==> src/core/vccr_pkg.sv <==
// Constants and carrier types for the VCO calibration control and readback registers
package vccr_pkg;

   // ---------------------------------------------------------------
   // Serial frame layout: one read/write flag, seven address bits, sixteen data bits
   // ---------------------------------------------------------------
   localparam logic [4:0] HDR_BITS   = 5'h08;
   localparam logic [4:0] FRAME_BITS = 5'h18;
   localparam int         ADDR_W     = 7;
   localparam int         DATA_W     = 16;
   localparam int         RW_POS     = 6;         // Flag position in the shifter at header end
   localparam int         PIN_SCK    = 0;
   localparam int         PIN_CS_N   = 1;
   localparam int         PIN_SDI    = 2;

   // ---------------------------------------------------------------
   // Register addresses
   // ---------------------------------------------------------------
   localparam logic [6:0] ADDR_LOCK_CFG  = 7'h3d;
   localparam logic [6:0] ADDR_RES_A     = 7'h3e;
   localparam logic [6:0] ADDR_FAST_CAL  = 7'h40;
   localparam logic [6:0] ADDR_LOCK_CORE = 7'h44;
   localparam logic [6:0] ADDR_CAP_RB    = 7'h45;
   localparam logic [6:0] ADDR_BIAS_RB   = 7'h46;

   // ---------------------------------------------------------------
   // Field positions
   // ---------------------------------------------------------------
   localparam int FAST_AMP_BIT   = 9;
   localparam int FAST_FREQ_BIT  = 8;
   localparam int AMP_STEP_LSB   = 5;
   localparam int FREQ_STEP_LSB  = 0;
   localparam int LOCK_KIND_BIT  = 0;
   localparam int TUNE_LOCK_LSB  = 9;
   localparam int CORE_LSB       = 5;

   // ---------------------------------------------------------------
   // Reset values; reserved bits come up as zero
   // ---------------------------------------------------------------
   localparam logic [2:0]  AMP_STEP_RST  = 3'h3;
   localparam logic [3:0]  FREQ_STEP_RST = 4'hf;
   localparam logic [15:0] FAST_CAL_RST  = 16'h006f;
   localparam logic [15:0] RES_A_RST     = 16'h0000;
   localparam logic [15:0] LOCK_CFG_RST  = 16'h0001;
   localparam logic [1:0]  TUNE_LOCKED   = 2'h2;

   // ---------------------------------------------------------------
   // Carrier types
   // ---------------------------------------------------------------
   typedef struct packed {
      logic       cal_ok;            // Calibration finished successfully
      logic [1:0] tune_lock_status;  // Tune-voltage window result
      logic [2:0] selected_core;     // Core picked by calibration
      logic [7:0] cap_setting;       // Capacitor code picked
      logic [8:0] bias_dac_setting;  // Bias DAC code picked
   } vccr_cal_result_t;

   typedef struct packed {
      logic       fast_amp_cal_enable;
      logic       fast_freq_cal_enable;
      logic [2:0] amp_cal_step;
      logic [3:0] freq_cal_step;
      logic       lock_detect_kind;
   } vccr_cal_ctrl_t;

   typedef enum logic [1:0] {
      ST_IDLE = 2'b00,
      ST_HEAD = 2'b01,
      ST_DATA = 2'b10,
      ST_DONE = 2'b11
   } vccr_state_t;

endpackage

==> src/core/vccr_regs.sv <==
// Serial register port with VCO calibration control and readback registers
//
// Summary of operation
// Control bit 9 enables fast amplitude calibration; resets to 0.
// Control bit 8 enables fast frequency calibration; resets to 0.
// Control bits 7:5 give amplitude calibration step; resets to 3.
// Control bits 3:0 give frequency calibration step; resets to 15.
// Readback bits 10:9 report tune-voltage lock: 2 locked, others not.
// Readback bits 7:5 report the core calibration selected.
// Readback bits 7:0 return the chosen capacitor setting.
// Readback bits 8:0 return the chosen bias DAC setting.
// Software writes reserved fields with their default values.
// Lock kind bit picks completion status or tune-voltage check as lock.
// Writes to readback registers are ignored; fields hold latest result.
`timescale 1ns/1ps
`default_nettype none
module vccr_regs (
   // Clock and reset
   input  wire logic                      i_clk_sys,
   input  wire logic                      i_reset_n,
   // Serial register port pins
   input  wire logic                      i_sck,
   input  wire logic                      i_cs_n,
   input  wire logic                      i_sdi,
   output var  logic                      o_sdo,
   output var  logic                      o_sdo_oe,
   // Calibration engine
   input  wire logic                      i_cal_done,
   input  wire vccr_pkg::vccr_cal_result_t i_cal_result,
   output var  vccr_pkg::vccr_cal_ctrl_t   o_cal_ctrl,
   output var  logic                      o_lock_detect
);

   // ---------------------------------------------------------------
   // Pin synchronisers
   // ---------------------------------------------------------------
   logic [2:0] pin_s1;
   logic [2:0] pin_s2;
   logic       sck_d;
   logic       sck_rise;
   logic       sck_fall;
   logic       cs_act;
   logic       sdi;

   // Two stages before any logic; the third stage only feeds edge detection
   always_ff @(posedge i_clk_sys or negedge i_reset_n) begin
      if (!i_reset_n) begin
         pin_s1 <= 3'h2;
         pin_s2 <= 3'h2;
         sck_d  <= 1'b0;
      end else begin
         pin_s1 <= {i_sdi, i_cs_n, i_sck};
         pin_s2 <= pin_s1;
         sck_d  <= pin_s2[vccr_pkg::PIN_SCK];
      end
   end

   // Edges and levels seen by the frame logic
   assign sck_rise = pin_s2[vccr_pkg::PIN_SCK] & ~sck_d;
   assign sck_fall = ~pin_s2[vccr_pkg::PIN_SCK] & sck_d;
   assign cs_act   = ~pin_s2[vccr_pkg::PIN_CS_N];
   assign sdi      = pin_s2[vccr_pkg::PIN_SDI];

   // ---------------------------------------------------------------
   // Register storage
   // ---------------------------------------------------------------
   logic [15:0] res_a;
   logic [15:0] fast_cal;
   logic [15:0] lock_cfg;
   logic [15:0] next_res_a;
   logic [15:0] next_fast_cal;
   logic [15:0] next_lock_cfg;
   vccr_pkg::vccr_cal_result_t rb;
   vccr_pkg::vccr_cal_result_t next_rb;
   logic       lock_det;
   logic       next_lock_det;

   // Read decode, used only by the frame loader at header end
   function automatic logic [15:0] read_word(input logic [6:0] a,
                                             input logic [15:0] ra,
                                             input logic [15:0] fc,
                                             input logic [15:0] lc,
                                             input vccr_pkg::vccr_cal_result_t r);
      logic [15:0] w;
      w = 16'h0000;
      case (a)
         vccr_pkg::ADDR_LOCK_CFG:  w = lc;
         vccr_pkg::ADDR_RES_A:     w = ra;
         vccr_pkg::ADDR_FAST_CAL:  w = fc;
         vccr_pkg::ADDR_LOCK_CORE: begin
            w[vccr_pkg::TUNE_LOCK_LSB +: 2] = r.tune_lock_status;
            w[vccr_pkg::CORE_LSB +: 3]      = r.selected_core;
         end
         vccr_pkg::ADDR_CAP_RB:    w[7:0] = r.cap_setting;
         vccr_pkg::ADDR_BIAS_RB:   w[8:0] = r.bias_dac_setting;
         default:                  w = 16'h0000;                  // Unmapped reads zero
      endcase
      return w;
   endfunction

   // ---------------------------------------------------------------
   // Frame engine
   // ---------------------------------------------------------------
   vccr_pkg::vccr_state_t state;
   vccr_pkg::vccr_state_t next_state;
   logic [4:0]  bit_cnt;
   logic [4:0]  next_bit_cnt;
   logic [15:0] shifter;
   logic [15:0] next_shifter;
   logic        rd_frame;
   logic        next_rd_frame;
   logic [6:0]  addr;
   logic [6:0]  next_addr;
   logic [15:0] tx;
   logic [15:0] next_tx;
   logic        next_sdo;
   logic        next_sdo_oe;
   logic        wr_commit;
   logic [15:0] wr_data;

   // Header bits arrive MSB first; write commits on the last rising edge
   always_comb begin
      next_state    = state;
      next_bit_cnt  = bit_cnt;
      next_shifter  = shifter;
      next_rd_frame = rd_frame;
      next_addr     = addr;
      next_tx       = tx;
      next_sdo      = o_sdo;
      next_sdo_oe   = o_sdo_oe;
      wr_commit     = 1'b0;
      wr_data       = {shifter[14:0], sdi};
      if (!cs_act) begin
         next_state   = vccr_pkg::ST_IDLE;
         next_bit_cnt = 5'h00;
         next_sdo_oe  = 1'b0;
         next_sdo     = 1'b0;
      end else begin
         case (state)
            vccr_pkg::ST_IDLE: begin
               next_state = vccr_pkg::ST_HEAD;
            end
            vccr_pkg::ST_HEAD: begin
               if (sck_rise) begin
                  next_shifter = {shifter[14:0], sdi};
                  next_bit_cnt = 5'(bit_cnt + 5'h01);
                  if (next_bit_cnt == vccr_pkg::HDR_BITS) begin
                     next_rd_frame = shifter[vccr_pkg::RW_POS];
                     next_addr     = {shifter[5:0], sdi};
                     next_tx       = read_word(next_addr, res_a, fast_cal, lock_cfg, rb);
                     next_sdo_oe   = shifter[vccr_pkg::RW_POS];
                     next_state    = vccr_pkg::ST_DATA;
                  end
               end
            end
            vccr_pkg::ST_DATA: begin
               if (sck_rise) begin
                  next_shifter = {shifter[14:0], sdi};
                  next_bit_cnt = 5'(bit_cnt + 5'h01);
                  if (next_bit_cnt == vccr_pkg::FRAME_BITS) begin
                     wr_commit  = ~rd_frame;
                     next_state = vccr_pkg::ST_DONE;
                  end
               end else if (sck_fall && rd_frame) begin
                  next_sdo = tx[15];               // Master samples on the next rise
                  next_tx  = {tx[14:0], 1'b0};
               end
            end
            vccr_pkg::ST_DONE: begin
               // Extra clocks past the frame are ignored until select drops
               if (sck_fall && rd_frame) begin
                  next_sdo = 1'b0;
               end
            end
            default: begin
               next_state = vccr_pkg::ST_IDLE;
            end
         endcase
      end
   end

   // Frame engine registers
   always_ff @(posedge i_clk_sys or negedge i_reset_n) begin
      if (!i_reset_n) begin
         state    <= vccr_pkg::ST_IDLE;
         bit_cnt  <= 5'h00;
         shifter  <= 16'h0000;
         rd_frame <= 1'b0;
         addr     <= 7'h00;
         tx       <= 16'h0000;
         o_sdo    <= 1'b0;
         o_sdo_oe <= 1'b0;
      end else begin
         state    <= next_state;
         bit_cnt  <= next_bit_cnt;
         shifter  <= next_shifter;
         rd_frame <= next_rd_frame;
         addr     <= next_addr;
         tx       <= next_tx;
         o_sdo    <= next_sdo;
         o_sdo_oe <= next_sdo_oe;
      end
   end

   // ---------------------------------------------------------------
   // Writable registers
   // ---------------------------------------------------------------

   // Reserved bits are stored as written, so software keeps the defaults itself
   always_comb begin
      next_res_a    = res_a;
      next_fast_cal = fast_cal;
      next_lock_cfg = lock_cfg;
      if (wr_commit) begin
         case (addr)
            vccr_pkg::ADDR_RES_A:    next_res_a    = wr_data;
            vccr_pkg::ADDR_FAST_CAL: next_fast_cal = wr_data;
            vccr_pkg::ADDR_LOCK_CFG: next_lock_cfg = wr_data;
            default:                 next_res_a    = res_a;            // Readback writes drop
         endcase
      end
   end

   always_ff @(posedge i_clk_sys or negedge i_reset_n) begin
      if (!i_reset_n) begin
         res_a    <= vccr_pkg::RES_A_RST;
         fast_cal <= vccr_pkg::FAST_CAL_RST;
         lock_cfg <= vccr_pkg::LOCK_CFG_RST;
      end else begin
         res_a    <= next_res_a;
         fast_cal <= next_fast_cal;
         lock_cfg <= next_lock_cfg;
      end
   end

   // Control fields toward the calibration engine, straight from the flops
   assign o_cal_ctrl.fast_amp_cal_enable  = fast_cal[vccr_pkg::FAST_AMP_BIT];
   assign o_cal_ctrl.fast_freq_cal_enable = fast_cal[vccr_pkg::FAST_FREQ_BIT];
   assign o_cal_ctrl.amp_cal_step         = fast_cal[vccr_pkg::AMP_STEP_LSB +: 3];
   assign o_cal_ctrl.freq_cal_step        = fast_cal[vccr_pkg::FREQ_STEP_LSB +: 4];
   assign o_cal_ctrl.lock_detect_kind     = lock_cfg[vccr_pkg::LOCK_KIND_BIT];

   // ---------------------------------------------------------------
   // Calibration readback and lock indication
   // ---------------------------------------------------------------

   // Results are captured only at calibration end, so a read never sees a half update
   always_comb begin
      next_rb = rb;
      if (i_cal_done) begin
         next_rb = i_cal_result;
      end
      if (o_cal_ctrl.lock_detect_kind) begin
         next_lock_det = (rb.tune_lock_status == vccr_pkg::TUNE_LOCKED);
      end else begin
         next_lock_det = rb.cal_ok;
      end
   end

   always_ff @(posedge i_clk_sys or negedge i_reset_n) begin
      if (!i_reset_n) begin
         rb       <= '0;
         lock_det <= 1'b0;
      end else begin
         rb       <= next_rb;
         lock_det <= next_lock_det;
      end
   end

   assign o_lock_detect = lock_det;
endmodule
`default_nettype wire

==> config.mk <==
export PLATFORM = sky130hd
export DESIGN_NAME = vccr_regs
export DESIGN_NICKNAME = d
export VERILOG_FILES = /design/src/core/vccr_pkg.sv /design/src/core/vccr_regs.sv
export SDC_FILE = /design/constraint.sdc
export NUM_CORES = 1
export LEC_CHECK = 0
export ABC_AREA = 1
export BUFFER_PORTS_ARGS = -buffer_cell sky130_fd_sc_hd__buf_2
export CAP_MARGIN = 20
export CORE_MARGIN = 4
export CORE_UTILIZATION = 35
export DETAILED_ROUTE_END_ITERATION = 8
export PLACE_DENSITY = 0.56
export REMOVE_ABC_BUFFERS = 1
export SLEW_MARGIN = 10
export SYNTH_ARGS = -nofsm -noshare
export SYNTH_HDL_FRONTEND = slang
export SYNTH_SLANG_ARGS = --single-unit
==> constraint.sdc <==
create_clock -name i_clk_sys -period 4.3 [get_ports i_clk_sys]
set_input_delay 0.645 -clock i_clk_sys [delete_from_list [all_inputs] [get_ports i_clk_sys]]
set_output_delay 0.645 -clock i_clk_sys [all_outputs]
set_load 0.05 [all_outputs]
==> flow_summary_export.csv, run 1 <==
group,metric,value,unit
run_status,run_status,"finished, final reports clean",
worst_setup_path,critical_path.startpoint,"state[0]",
route,wirelength,13700,um
cts,holdBufCountCts,0,
worst_setup_path,crit_buf_inv,2,
floorplanning,initial_utilization,36.0,%
yosys,synth.ff_latch_count,127,
cts,clock_latency,420,ps
worst_setup_path,worstSetupStartpointType,"register",
worst_setup_path,worst_ep_required_time,4560,ps
worst_setup_path,cpMaxStageDelayCell,"sky130_fd_sc_hd__nand2_1",
worst_setup_path,arrival,3300,ps
global_route,track_usage,15.9,%
yosys,netlist-cell-type-count,31,
cts,cts_max_path_buffers,2,
final_layout,diodes,0,
route,via_per_inst,4.82,
timing,final_max_slew_viol_count,0,
worst_setup_path,crit_path_max_fanout,32,
global_route,first_global_vias,4423,
route,avgRoutedWirePerCell,14.5,um
yosys,synth.area.top_cells,"sky130_fd_sc_hd__dfrtp_1 51%, sky130_fd_sc_hd__nand2_1 15%, sky130_fd_sc_hd__o21ai_1 5.8%, sky130_fd_sc_hd__o21ai_0 4.2%, sky130_fd_sc_hd__dfstp_2 4.1%",
yosys,yosysSeqAreaShare,55.1,%
route,met2_layer_wire_length_in_the_routed_design,6570,um
floorplanning,coreArea,0.0161,mm2
timing,tightest_slew,1080,ps
placement,post-place-cells,913,
timing,hold_viol_final,0,
global_route,globalRouteOverflowTotal,0,
placement,detailedPlace.worstSlack,1280,ps
timing,timing.clock.skew,8.41,ps
cts,root_buffer,"sky130_fd_sc_hd__clkbuf_16",
route,dr.max_layer_used,"met4",
timing,setup_viol,0,
final_layout,area_growth_syn_to_layout,14.8,%
pwr,power.switching_fraction,27.7,%
global_route,first_pass_grt_wire_length,22900,um
pwr,net-switching-power,0.838,mW
route,met3WireLength,500,um
placement,post-dp-hpwl,9510,um
cts,cts_sinks,127,
yosys,syn-cell-area,0.00579,mm2
pwr,total_leakage_power,3.12,nW
final_layout,nets_final,752,
floorplanning,chipWidth,137,um
floorplanning,die_h,137,um
placement,postPlaceCellArea,0.00607,mm2
final_layout,final_core_utilization,41.4,%
floorplanning,rows,46,
worst_setup_path,critical-path-top-delay-family,"simple AND/OR/NAND/NOR gates",
placement,count_of_buffers_inserted_at_the_top_level_ports,41,
cts,ctsHtreeMaxLevel,4,
cts,postCtsSetupRepairBufs,0,
pwr,peak_supply_drop,0.270,mV
final_layout,share_of_cells_above_drive_strength_1,14.5,%
global_route,grt_antenna_before_repair,0,
route,drc_errors,0,
pwr,post-layout-total-power,3.03,mW
worst_setup_path,critPathMaxStageDelay,670,ps
worst_setup_path,criticalPathCategory,"register to register",
worst_setup_path,timing.critical_path.cells,"inv_1 > ha_1 > inv_1 > nor2_1 > nand3b_1 > nor3_2 > nand2_1 > nand2_1 > o21ai_1",
yosys,synth_area_per_cell,8.37,um2
timing,layout_setup_ws,1260,ps
timing,relSlewSlack,28.0,%
route,met1Wirelength,6440,um
min_path,hold_path_class,"primary input to asynchronous set/reset pin",
final_layout,fill_cells,1618,
cts,clk_pin_slew_worst_setup_hold_paths,50,ps
yosys,synth_largest_type_area_fraction,51.0,%
timing,finalCriticalPeriod,3040,ps
timing,final.period_utilization,70.7,%
final_layout,finalNonFillerCells,946,
timing,worst_hold_slack,313,ps
floorplanning,design.die.area,0.0187,mm2
cts,cts_tree,"yes",
route,drt_first_pass_iters,5,
yosys,postSynthCellCount,691,
global_route,grt_max_degree,70,
worst_setup_path,crit_path_end_kind,"register",
cts,cts_made_buffers,17,
final_layout,multi_input_area,0.00212,mm2
yosys,count_of_yosys_warnings_during_synthesis,0,
route,num_vias,4560,
final_layout,layout.area.seq,0.00319,mm2
route,drt-initial-drc-count,379,
pwr,cellPowerDensity,457,mW/mm2
yosys,postSynth.asyncResetShare,100,%
timing,achievable-frequency,329,MHz
flow_run,max_cap_viol_count,0,
yosys,synth_top_cell_by_area,"sky130_fd_sc_hd__dfrtp_1",
yosys,yosys_most_used_dff,"sky130_fd_sc_hd__dfrtp_1",
final_layout,post-route-cell-area,0.00664,mm2
pwr,power_frac_clock,44.2,%
placement,place_congestion,0.818,
yosys,synthTopCellsByCount,"226 x sky130_fd_sc_hd__nand2_1, 118 x sky130_fd_sc_hd__dfrtp_1, 67 x sky130_fd_sc_hd__o21ai_1",
pwr,power.internal,2.19,mW
yosys,synth-edff-count,0,
worst_setup_path,rr_startpoint,"state[0]",
pwr,relative_contribution_of_sequential_cells_to_total_power,43.0,%
timing,grt_setup_unrepaired,"no",
timing,totalNegativeSetupSlack,0,ps
route,antenna_violating_nets_post_route,0,
pwr,comb_power_share,12.9,%
yosys,top_count_cell_post_synth,"sky130_fd_sc_hd__nand2_1",
cts,postCtsResizedCells,0,
floorplanning,floorplan.io_pins,42,
-- worst register-to-register path: stages, from the launching register on --
cell and delay (ps):
sky130_fd_sc_hd__dfrtp_1 410, sky130_fd_sc_hd__inv_1 90, sky130_fd_sc_hd__ha_1 360, sky130_fd_sc_hd__inv_1 360, sky130_fd_sc_hd__nor2_1 270, sky130_fd_sc_hd__nand3b_1 120, sky130_fd_sc_hd__nor3_2 270, sky130_fd_sc_hd__nand2_1 670
sky130_fd_sc_hd__nand2_1 260, sky130_fd_sc_hd__o21ai_1 80
-- power by group through the flow --
stage | Clock [mW] | Sequential (mW) | Combinational (mW)
final | 1.34 | 1.30 | 0.390
after global routing | 1.42 | 1.31 | 0.441
after CTS | 1.36 | 1.30 | 0.382
after detailed placement | 0 | 1.32 | 0.379
after global placement | 0 | 1.32 | 0.370
after floorplan | 0 | 1.31 | 0.227
-- final timing paths --
kind | endpoint | slack [ps] | cells after the start
min in group i_clk_sys | pin_s1[1] | 320 | 1
max in group asynchronous | pin_s2[1] | 2950 | 2
hold reg to reg | pin_s2[2] | 350 | 0
setup reg to reg | res_a[10] | 1260 | 9
hold / removal | rb[20] | 310 | 1
setup / recovery | res_a[10] | 1260 | 9
-- flip-flops by register name, indices dropped and copies added (netlist names), 2 cells and up --
name	count
addr	7
bit_cnt	5
fast_cal	16
lock_cfg	16
pin_s1	3
pin_s2	3
rb	23
res_a	16
shifter	15
state	2
tx	16
-- cell families (layout without fill, tap and decap cells) --
logic type	Yosys count	in the layout	synth area share, %
and+or+nand+nor	320	320	23.3
DFF	127	127	55.1
muxes	4	4	0.778
AOI/OAI and AO/OA	128	128	11.4
buffers and inverters	107	146	8.24
adders and majority gates	5	5	1.08
-- layout by cell type (no fill, tap or decap), drive strengths merged --
master,count
mux2,4
dfstp,9
inv,69
dfrtp,118
a32o,1
o221a,1
clkbuf,25
ha,5
clkinv,3
clkinvlp,2
nand3b,2
nand4,9
bufinv,1
buf,46
nor4,3
or2,1
nor2,28
o31ai,1
nand3,43
o22ai,4
o211ai,1
a21oi,5
nand2,227
nor3,7
o21ai,115
-- final cells by class --
class	count	area share, %
Clock inverter	6	0.904
Timing Repair Buffer	46	3.86
Inverter	69	3.90
Clock buffer	25	7.31
Sequential cell	127	48.0
Multi-Input combinational cell	457	31.9
Tap cell	216	4.07
-- metal layers --
metal | global-route usage, % | vias to the layer above
li1 | - | 2269
met1 | 22.0 | 2185
met2 | 24.5 | 85
met3 | 3.57 | 21
met4 | 5.99 | 0
met5 | 0 | -
Note: power is estimated with default switching activity, not from simulation.
==> run 2: changes to the inputs <==
Settings changed: PLACE_DENSITY 0.56 to 0.58.
Clock period 4.3 ns to 2.6 ns, I/O delays scaled along.
==> run 2 against run 1 <==
Net effect:
- clock-buffer cell count is 1 higher
- cell count is 1.3% higher
- sequential share of layout area is 0.96 points lower
- clock power is 74% higher
- design area is 2.0% higher
- via count is 2.0% lower
- critical path depth is 2 higher
- flip-flop and latch count stayed put
- fmax is 51% higher
- highest routed layer unchanged
==> flow_summary_export.csv, run 2 (synthesis results as in run 1) <==
group,metric,value,unit
run_status,run_status,"finished, final reports clean",
worst_setup_path,arrival,2300,ps
cts,cts_tree,"yes",
cts,ctsHtreeMaxLevel,4,
final_layout,final_cell_mix,"226 x sky130_fd_sc_hd__nand2_1, 118 x sky130_fd_sc_hd__dfrtp_1, 67 x sky130_fd_sc_hd__o21ai_1",
worst_setup_path,critPathMaxStageDelay,420,ps
placement,count_of_buffers_inserted_at_the_top_level_ports,41,
route,avgRoutedWirePerCell,14.0,um
cts,cts_max_path_buffers,2,
timing,achievable-frequency,498,MHz
cts,cts_made_buffers,17,
final_layout,regMostFlops,"rb",
pwr,peak_supply_drop,0.451,mV
timing,final.period_utilization,77.3,%
global_route,first_pass_grt_wire_length,23100,um
timing,final_max_slew_viol_count,0,
worst_setup_path,crit_path_end_kind,"register",
worst_setup_path,timing.critical_path.cells,"inv_1 > ha_1 > buf_4 > inv_1 > nor2_1 > nand3b_1 > nor3_2 > nand3_2 > buf_4 > nand2_1 > o21ai_1",
timing,grt_setup_unrepaired,"no",
floorplanning,initial_utilization,36.0,%
timing,timing.clock.skew,6.96,ps
final_layout,nets_final,763,
floorplanning,coreArea,0.0161,mm2
floorplanning,chipWidth,137,um
min_path,hold_path_class,"primary input to register",
worst_setup_path,crit_path_max_fanout,32,
cts,cts_sinks,127,
floorplanning,rows,46,
final_layout,number_of_flip_flops_under_the_largest_register_name,23,
worst_setup_path,worstSetupStartpointType,"register",
cts,root_buffer,"sky130_fd_sc_hd__clkbuf_16",
cts,postCtsResizedCells,0,
pwr,cellPowerDensity,758,mW/mm2
timing,relSlewSlack,57.7,%
worst_setup_path,cpMaxStageDelayCell,"sky130_fd_sc_hd__dfrtp_1",
floorplanning,floorplan.io_pins,42,
route,num_vias,4467,
global_route,grt_antenna_before_repair,0,
final_layout,share_of_cells_above_drive_strength_1,15.8,%
final_layout,area_growth_syn_to_layout,17.1,%
worst_setup_path,worst_ep_required_time,2890,ps
pwr,total_leakage_power,3.20,nW
timing,setup_viol,0,
timing,totalNegativeSetupSlack,0,ps
final_layout,diodes,0,
global_route,first_global_vias,4476,
global_route,grt_max_degree,55,
cts,clock_latency,410,ps
timing,tightest_slew,634,ps
placement,place_congestion,0.821,
floorplanning,die_h,137,um
route,drt_first_pass_iters,5,
final_layout,leading_cell_type_in_the_layout_fill_and_taps_excluded,"sky130_fd_sc_hd__nand2_1",
route,drt-initial-drc-count,366,
route,drc_errors,0,
route,antenna_violating_nets_post_route,0,
global_route,track_usage,16.0,%
timing,finalCriticalPeriod,2010,ps
timing,worst_hold_slack,71.6,ps
cts,clk_pin_slew_worst_setup_hold_paths,50,ps
flow_run,max_cap_viol_count,0,
route,wirelength,13400,um
worst_setup_path,critical-path-top-delay-family,"simple AND/OR/NAND/NOR gates",
route,via_per_inst,4.66,
placement,post-dp-hpwl,9420,um
timing,hold_viol_final,0,
worst_setup_path,criticalPathCategory,"register to register",
global_route,globalRouteOverflowTotal,0,
floorplanning,design.die.area,0.0187,mm2
worst_setup_path,crit_buf_inv,4,
-- run 2: report_power, final --
part / internal, mW / switching (mW)
clock network: 1.51 / 0.824
logic: 0.185 / 0.463
registers: 2.07 / 0.0797
-- run 2: what timing repair did --
| item | 4_1_cts | 5_1_grt |
|---|---|---|
| hold endpoints to repair | 20 | 0 |
| hold buffers | 1 | 0 |
| buffers inserted | 0 | 0 |
-- run 2: final cells by class --
class	instances	area (um2)
fillers	1611	9280
flip-flops and latches	127	3190
multi-input cells	457	2120
clock buffers	26	499
repair buffers	57	355
well taps	216	270
inverters	69	259
clock inverters	6	82.6
-- run 2: metrics by stage --
step	total power [mW]	instance area [um2]	std cells	util, %	worst slack (ps)
after floorplan	2.55	5570	653	-	218
after global placement	2.83	6180	925	38.5	640
after detailed placement	2.83	6180	925	38.5	580
after CTS	5.18	6780	958	42.2	565
after global routing	5.38	6780	958	42.2	355
final	5.13	6780	958	42.2	591
-- run 2: final timing paths --
kind | from | endpoint | slack, ps | cells past startpoint
worst max-delay path | state[0] | fast_cal[14] | 590 | 11
worst min-delay path | i_cs_n | pin_s1[1] | 70 | 1
worst max register to register | state[0] | fast_cal[14] | 590 | 11
worst min register to register | pin_s1[1] | pin_s2[1] | 350 | 0
max in group asynchronous | i_reset_n | pin_s1[1] | 1550 | 3
min in group asynchronous | i_reset_n | rb[9] | 420 | 2
-- run 2: routing by layer --
layer	wire length, um	part of all wire [%]	global-route usage (%)
met1	6570	49	22.4
met2	6110	45	24.0
met4	153	1.1	5.21
met3	598	4.5	4.34
met5	0	0	0
==> run 3: changes to the inputs <==
Settings changed: PLACE_DENSITY 0.58 to 0.56.
Clock period 2.6 ns to 1.9 ns, I/O delays scaled along.
==> run 3 against run 2 <==
Net effect:
- core utilization up 1.3 points
- design area up 3.0%
- flip-flop and latch count unchanged
==> flow_summary_export.csv, run 3 (synthesis results as in run 1) <==
group,metric,value,unit
run_status,run_status,"finished, final reports clean",
route,via_per_inst,4.80,
worst_setup_path,critical_path.startpoint,"bit_cnt[1]",
worst_setup_path,reg2reg_depth,9,
route,drc_errors,0,
floorplanning,design.die.area,0.0187,mm2
placement,post-place-cells,936,
timing,setup_viol,0,
final_layout,regMostFlops,"rb",
cts,cts_max_path_buffers,2,
global_route,first_global_vias,4675,
global_route,grt_max_degree,70,
worst_setup_path,rr_startpoint,"bit_cnt[1]",
timing,relSlewSlack,72.2,%
worst_setup_path,worstSetupStartpointType,"register",
pwr,post-layout-total-power,7.14,mW
timing,tightest_slew,413,ps
final_layout,number_of_flip_flops_under_the_largest_register_name,23,
floorplanning,die_h,137,um
pwr,peak_supply_drop,0.750,mV
route,drt-initial-drc-count,411,
floorplanning,rows,46,
timing,timing.clock.skew,8.97,ps
floorplanning,initial_utilization,36.0,%
final_layout,share_of_cells_above_drive_strength_1,18.3,%
timing,achievable-frequency,571,MHz
floorplanning,floorplan.io_pins,42,
timing,totalNegativeSetupSlack,0,ps
cts,cts_tree,"yes",
final_layout,diodes,0,
worst_setup_path,critical-path-top-delay-family,"simple AND/OR/NAND/NOR gates",
floorplanning,chipWidth,137,um
placement,post-dp-hpwl,9740,um
worst_setup_path,criticalPathCategory,"register to register",
cts,cts_made_buffers,17,
route,wirelength,14000,um
cts,clk_pin_slew_worst_setup_hold_paths,60,ps
worst_setup_path,crit_path_max_fanout,8,
global_route,globalRouteOverflowTotal,0,
timing,layout_setup_ws,150,ps
cts,postCtsSetupRepairBufs,0,
final_layout,finalNonFillerCells,971,
worst_setup_path,cp_common_cell,"sky130_fd_sc_hd__nand2_1",
timing,hold_viol_final,0,
worst_setup_path,timing.critical_path.cells,"ha_4 > nand3_1 > nand2_1 > nand2_1 > nor3_4 > nand3_2 > buf_4 > nand2_1 > o21ai_1",
cts,root_buffer,"sky130_fd_sc_hd__clkbuf_16",
global_route,track_usage,16.4,%
timing,final.period_utilization,92.1,%
global_route,grt_antenna_before_repair,0,
placement,count_of_buffers_inserted_at_the_top_level_ports,41,
route,num_vias,4664,
worst_setup_path,crit_buf_inv,1,
cts,clock_latency,420,ps
final_layout,final_cell_mix,"223 x sky130_fd_sc_hd__nand2_1, 117 x sky130_fd_sc_hd__dfrtp_1, 67 x sky130_fd_sc_hd__o21ai_1",
worst_setup_path,cp-endpoint,"fast_cal[13]",
global_route,first_pass_grt_wire_length,23700,um
final_layout,area_growth_syn_to_layout,20.6,%
route,antenna_violating_nets_post_route,0,
worst_setup_path,worst_ep_required_time,2200,ps
placement,postPlaceCellArea,0.00630,mm2
worst_setup_path,critPathMaxStageDelay,400,ps
cts,cts_sinks,127,
pwr,total_leakage_power,3.30,nW
cts,ctsHtreeMaxLevel,4,
timing,final_max_slew_viol_count,0,
final_layout,leading_cell_type_in_the_layout_fill_and_taps_excluded,"sky130_fd_sc_hd__nand2_1",
min_path,hold_path_class,"primary input to register",
timing,finalCriticalPeriod,1750,ps
worst_setup_path,r2r_end,"fast_cal[13]",
pwr,cellPowerDensity,1020,mW/mm2
worst_setup_path,reg2reg_setup_slack,150,ps
timing,grt_setup_unrepaired,"no",
route,avgRoutedWirePerCell,14.4,um
worst_setup_path,cpMaxStageDelayCell,"sky130_fd_sc_hd__dfrtp_2",
final_layout,post-route-cell-area,0.00698,mm2
route,drt_first_pass_iters,5,
worst_setup_path,crit_path_end_kind,"register",
final_layout,nets_final,777,
worst_setup_path,cp.depth,9,
floorplanning,coreArea,0.0161,mm2
placement,place_congestion,0.847,
placement,detailedPlace.worstSlack,35.0,ps
final_layout,fill_cells,1583,
worst_setup_path,arrival,2050,ps
flow_run,max_cap_viol_count,0,
run 3: cell count changes in the layout (fill, tap and decap cells not counted), moves of 2 or more:
cell,before,now
sky130_fd_sc_hd__clkinvlp_4,1,3
sky130_fd_sc_hd__buf_12,2,5
sky130_fd_sc_hd__dlygate4sd3_1,1,4
sky130_fd_sc_hd__nand2_1,226,223
sky130_fd_sc_hd__clkinv_4,0,2
sky130_fd_sc_hd__clkbuf_1,5,2
sky130_fd_sc_hd__buf_6,0,2
sky130_fd_sc_hd__buf_4,14,20
sky130_fd_sc_hd__ha_1,5,3
sky130_fd_sc_hd__nand2_2,1,4
run 3: how the worst min path moves through the flow:
stage | depth (start not counted) | slack (ps) | startpoint | to
floorplan | 0 | -10 | i_reset_n | addr[0]
global placement | 2 | 320 | i_reset_n | rb[22]
detailed placement | 2 | 320 | i_reset_n | rb[22]
CTS | 3 | 60 | i_cal_result[18] | rb[18]
global route | 3 | 70 | i_cal_result[16] | rb[16]
finish | 3 | 70 | i_cal_result[16] | rb[16]
run 3: final cells by class:
type | count | area (um2) | area share [%]
Sequential cell | 127 | 3190 | 45.7
Multi-Input combinational cell | 457 | 2160 | 31.0
Timing Repair Buffer | 71 | 513 | 7.35
Clock buffer | 22 | 474 | 6.80
Tap cell | 216 | 270 | 3.87
Inverter | 69 | 259 | 3.71
Clock inverter | 9 | 110 | 1.58
run 3: metrics by stage:
stage,util [%],hold WS [ps]
after global placement,39.3,319
after CTS,43.1,61.2
after detailed placement,39.3,321
final,43.4,69.2
after global routing,43.4,69.7
after floorplan,-,-10.6
run 3: worst reg2reg max path: cells and delay by family (launching register included):
family	cells	cell delay [ps]
AND/OR/NAND/NOR	6	820
adder cells (fa/ha/maj)	1	160
flip-flops	1	400
buffers and inverters	1	190
AO/OA/AOI/OAI	1	60
run 3: power breakdown:
part / internal (mW) / switching, mW / leakage (nW)
clock network: 2.02 / 1.17 / 0.278
logic: 0.319 / 0.677 / 1.34
registers: 2.84 / 0.108 / 1.68
total: 5.18 / 1.96 / 3.30
run 3: timing repair:
| action | 4_1_cts | 5_1_grt |
|---|---|---|
| hold buffers | 4 | 0 |
| setup endpoints to repair | 0 | 64 |
| endpoints found under the hold margin | 121 | 0 |
| gates resized for setup | 0 | 13 |
run 3: per-layer routing:
metal | vias to the layer above | wire length (um) | GRT usage (%)
li1 | 2330 | - | -
met1 | 2227 | 6680 | 22.7
met2 | 94 | 6580 | 25.5
met3 | 13 | 591 | 3.68
met4 | 0 | 165 | 5.49
met5 | - | 0 | 0
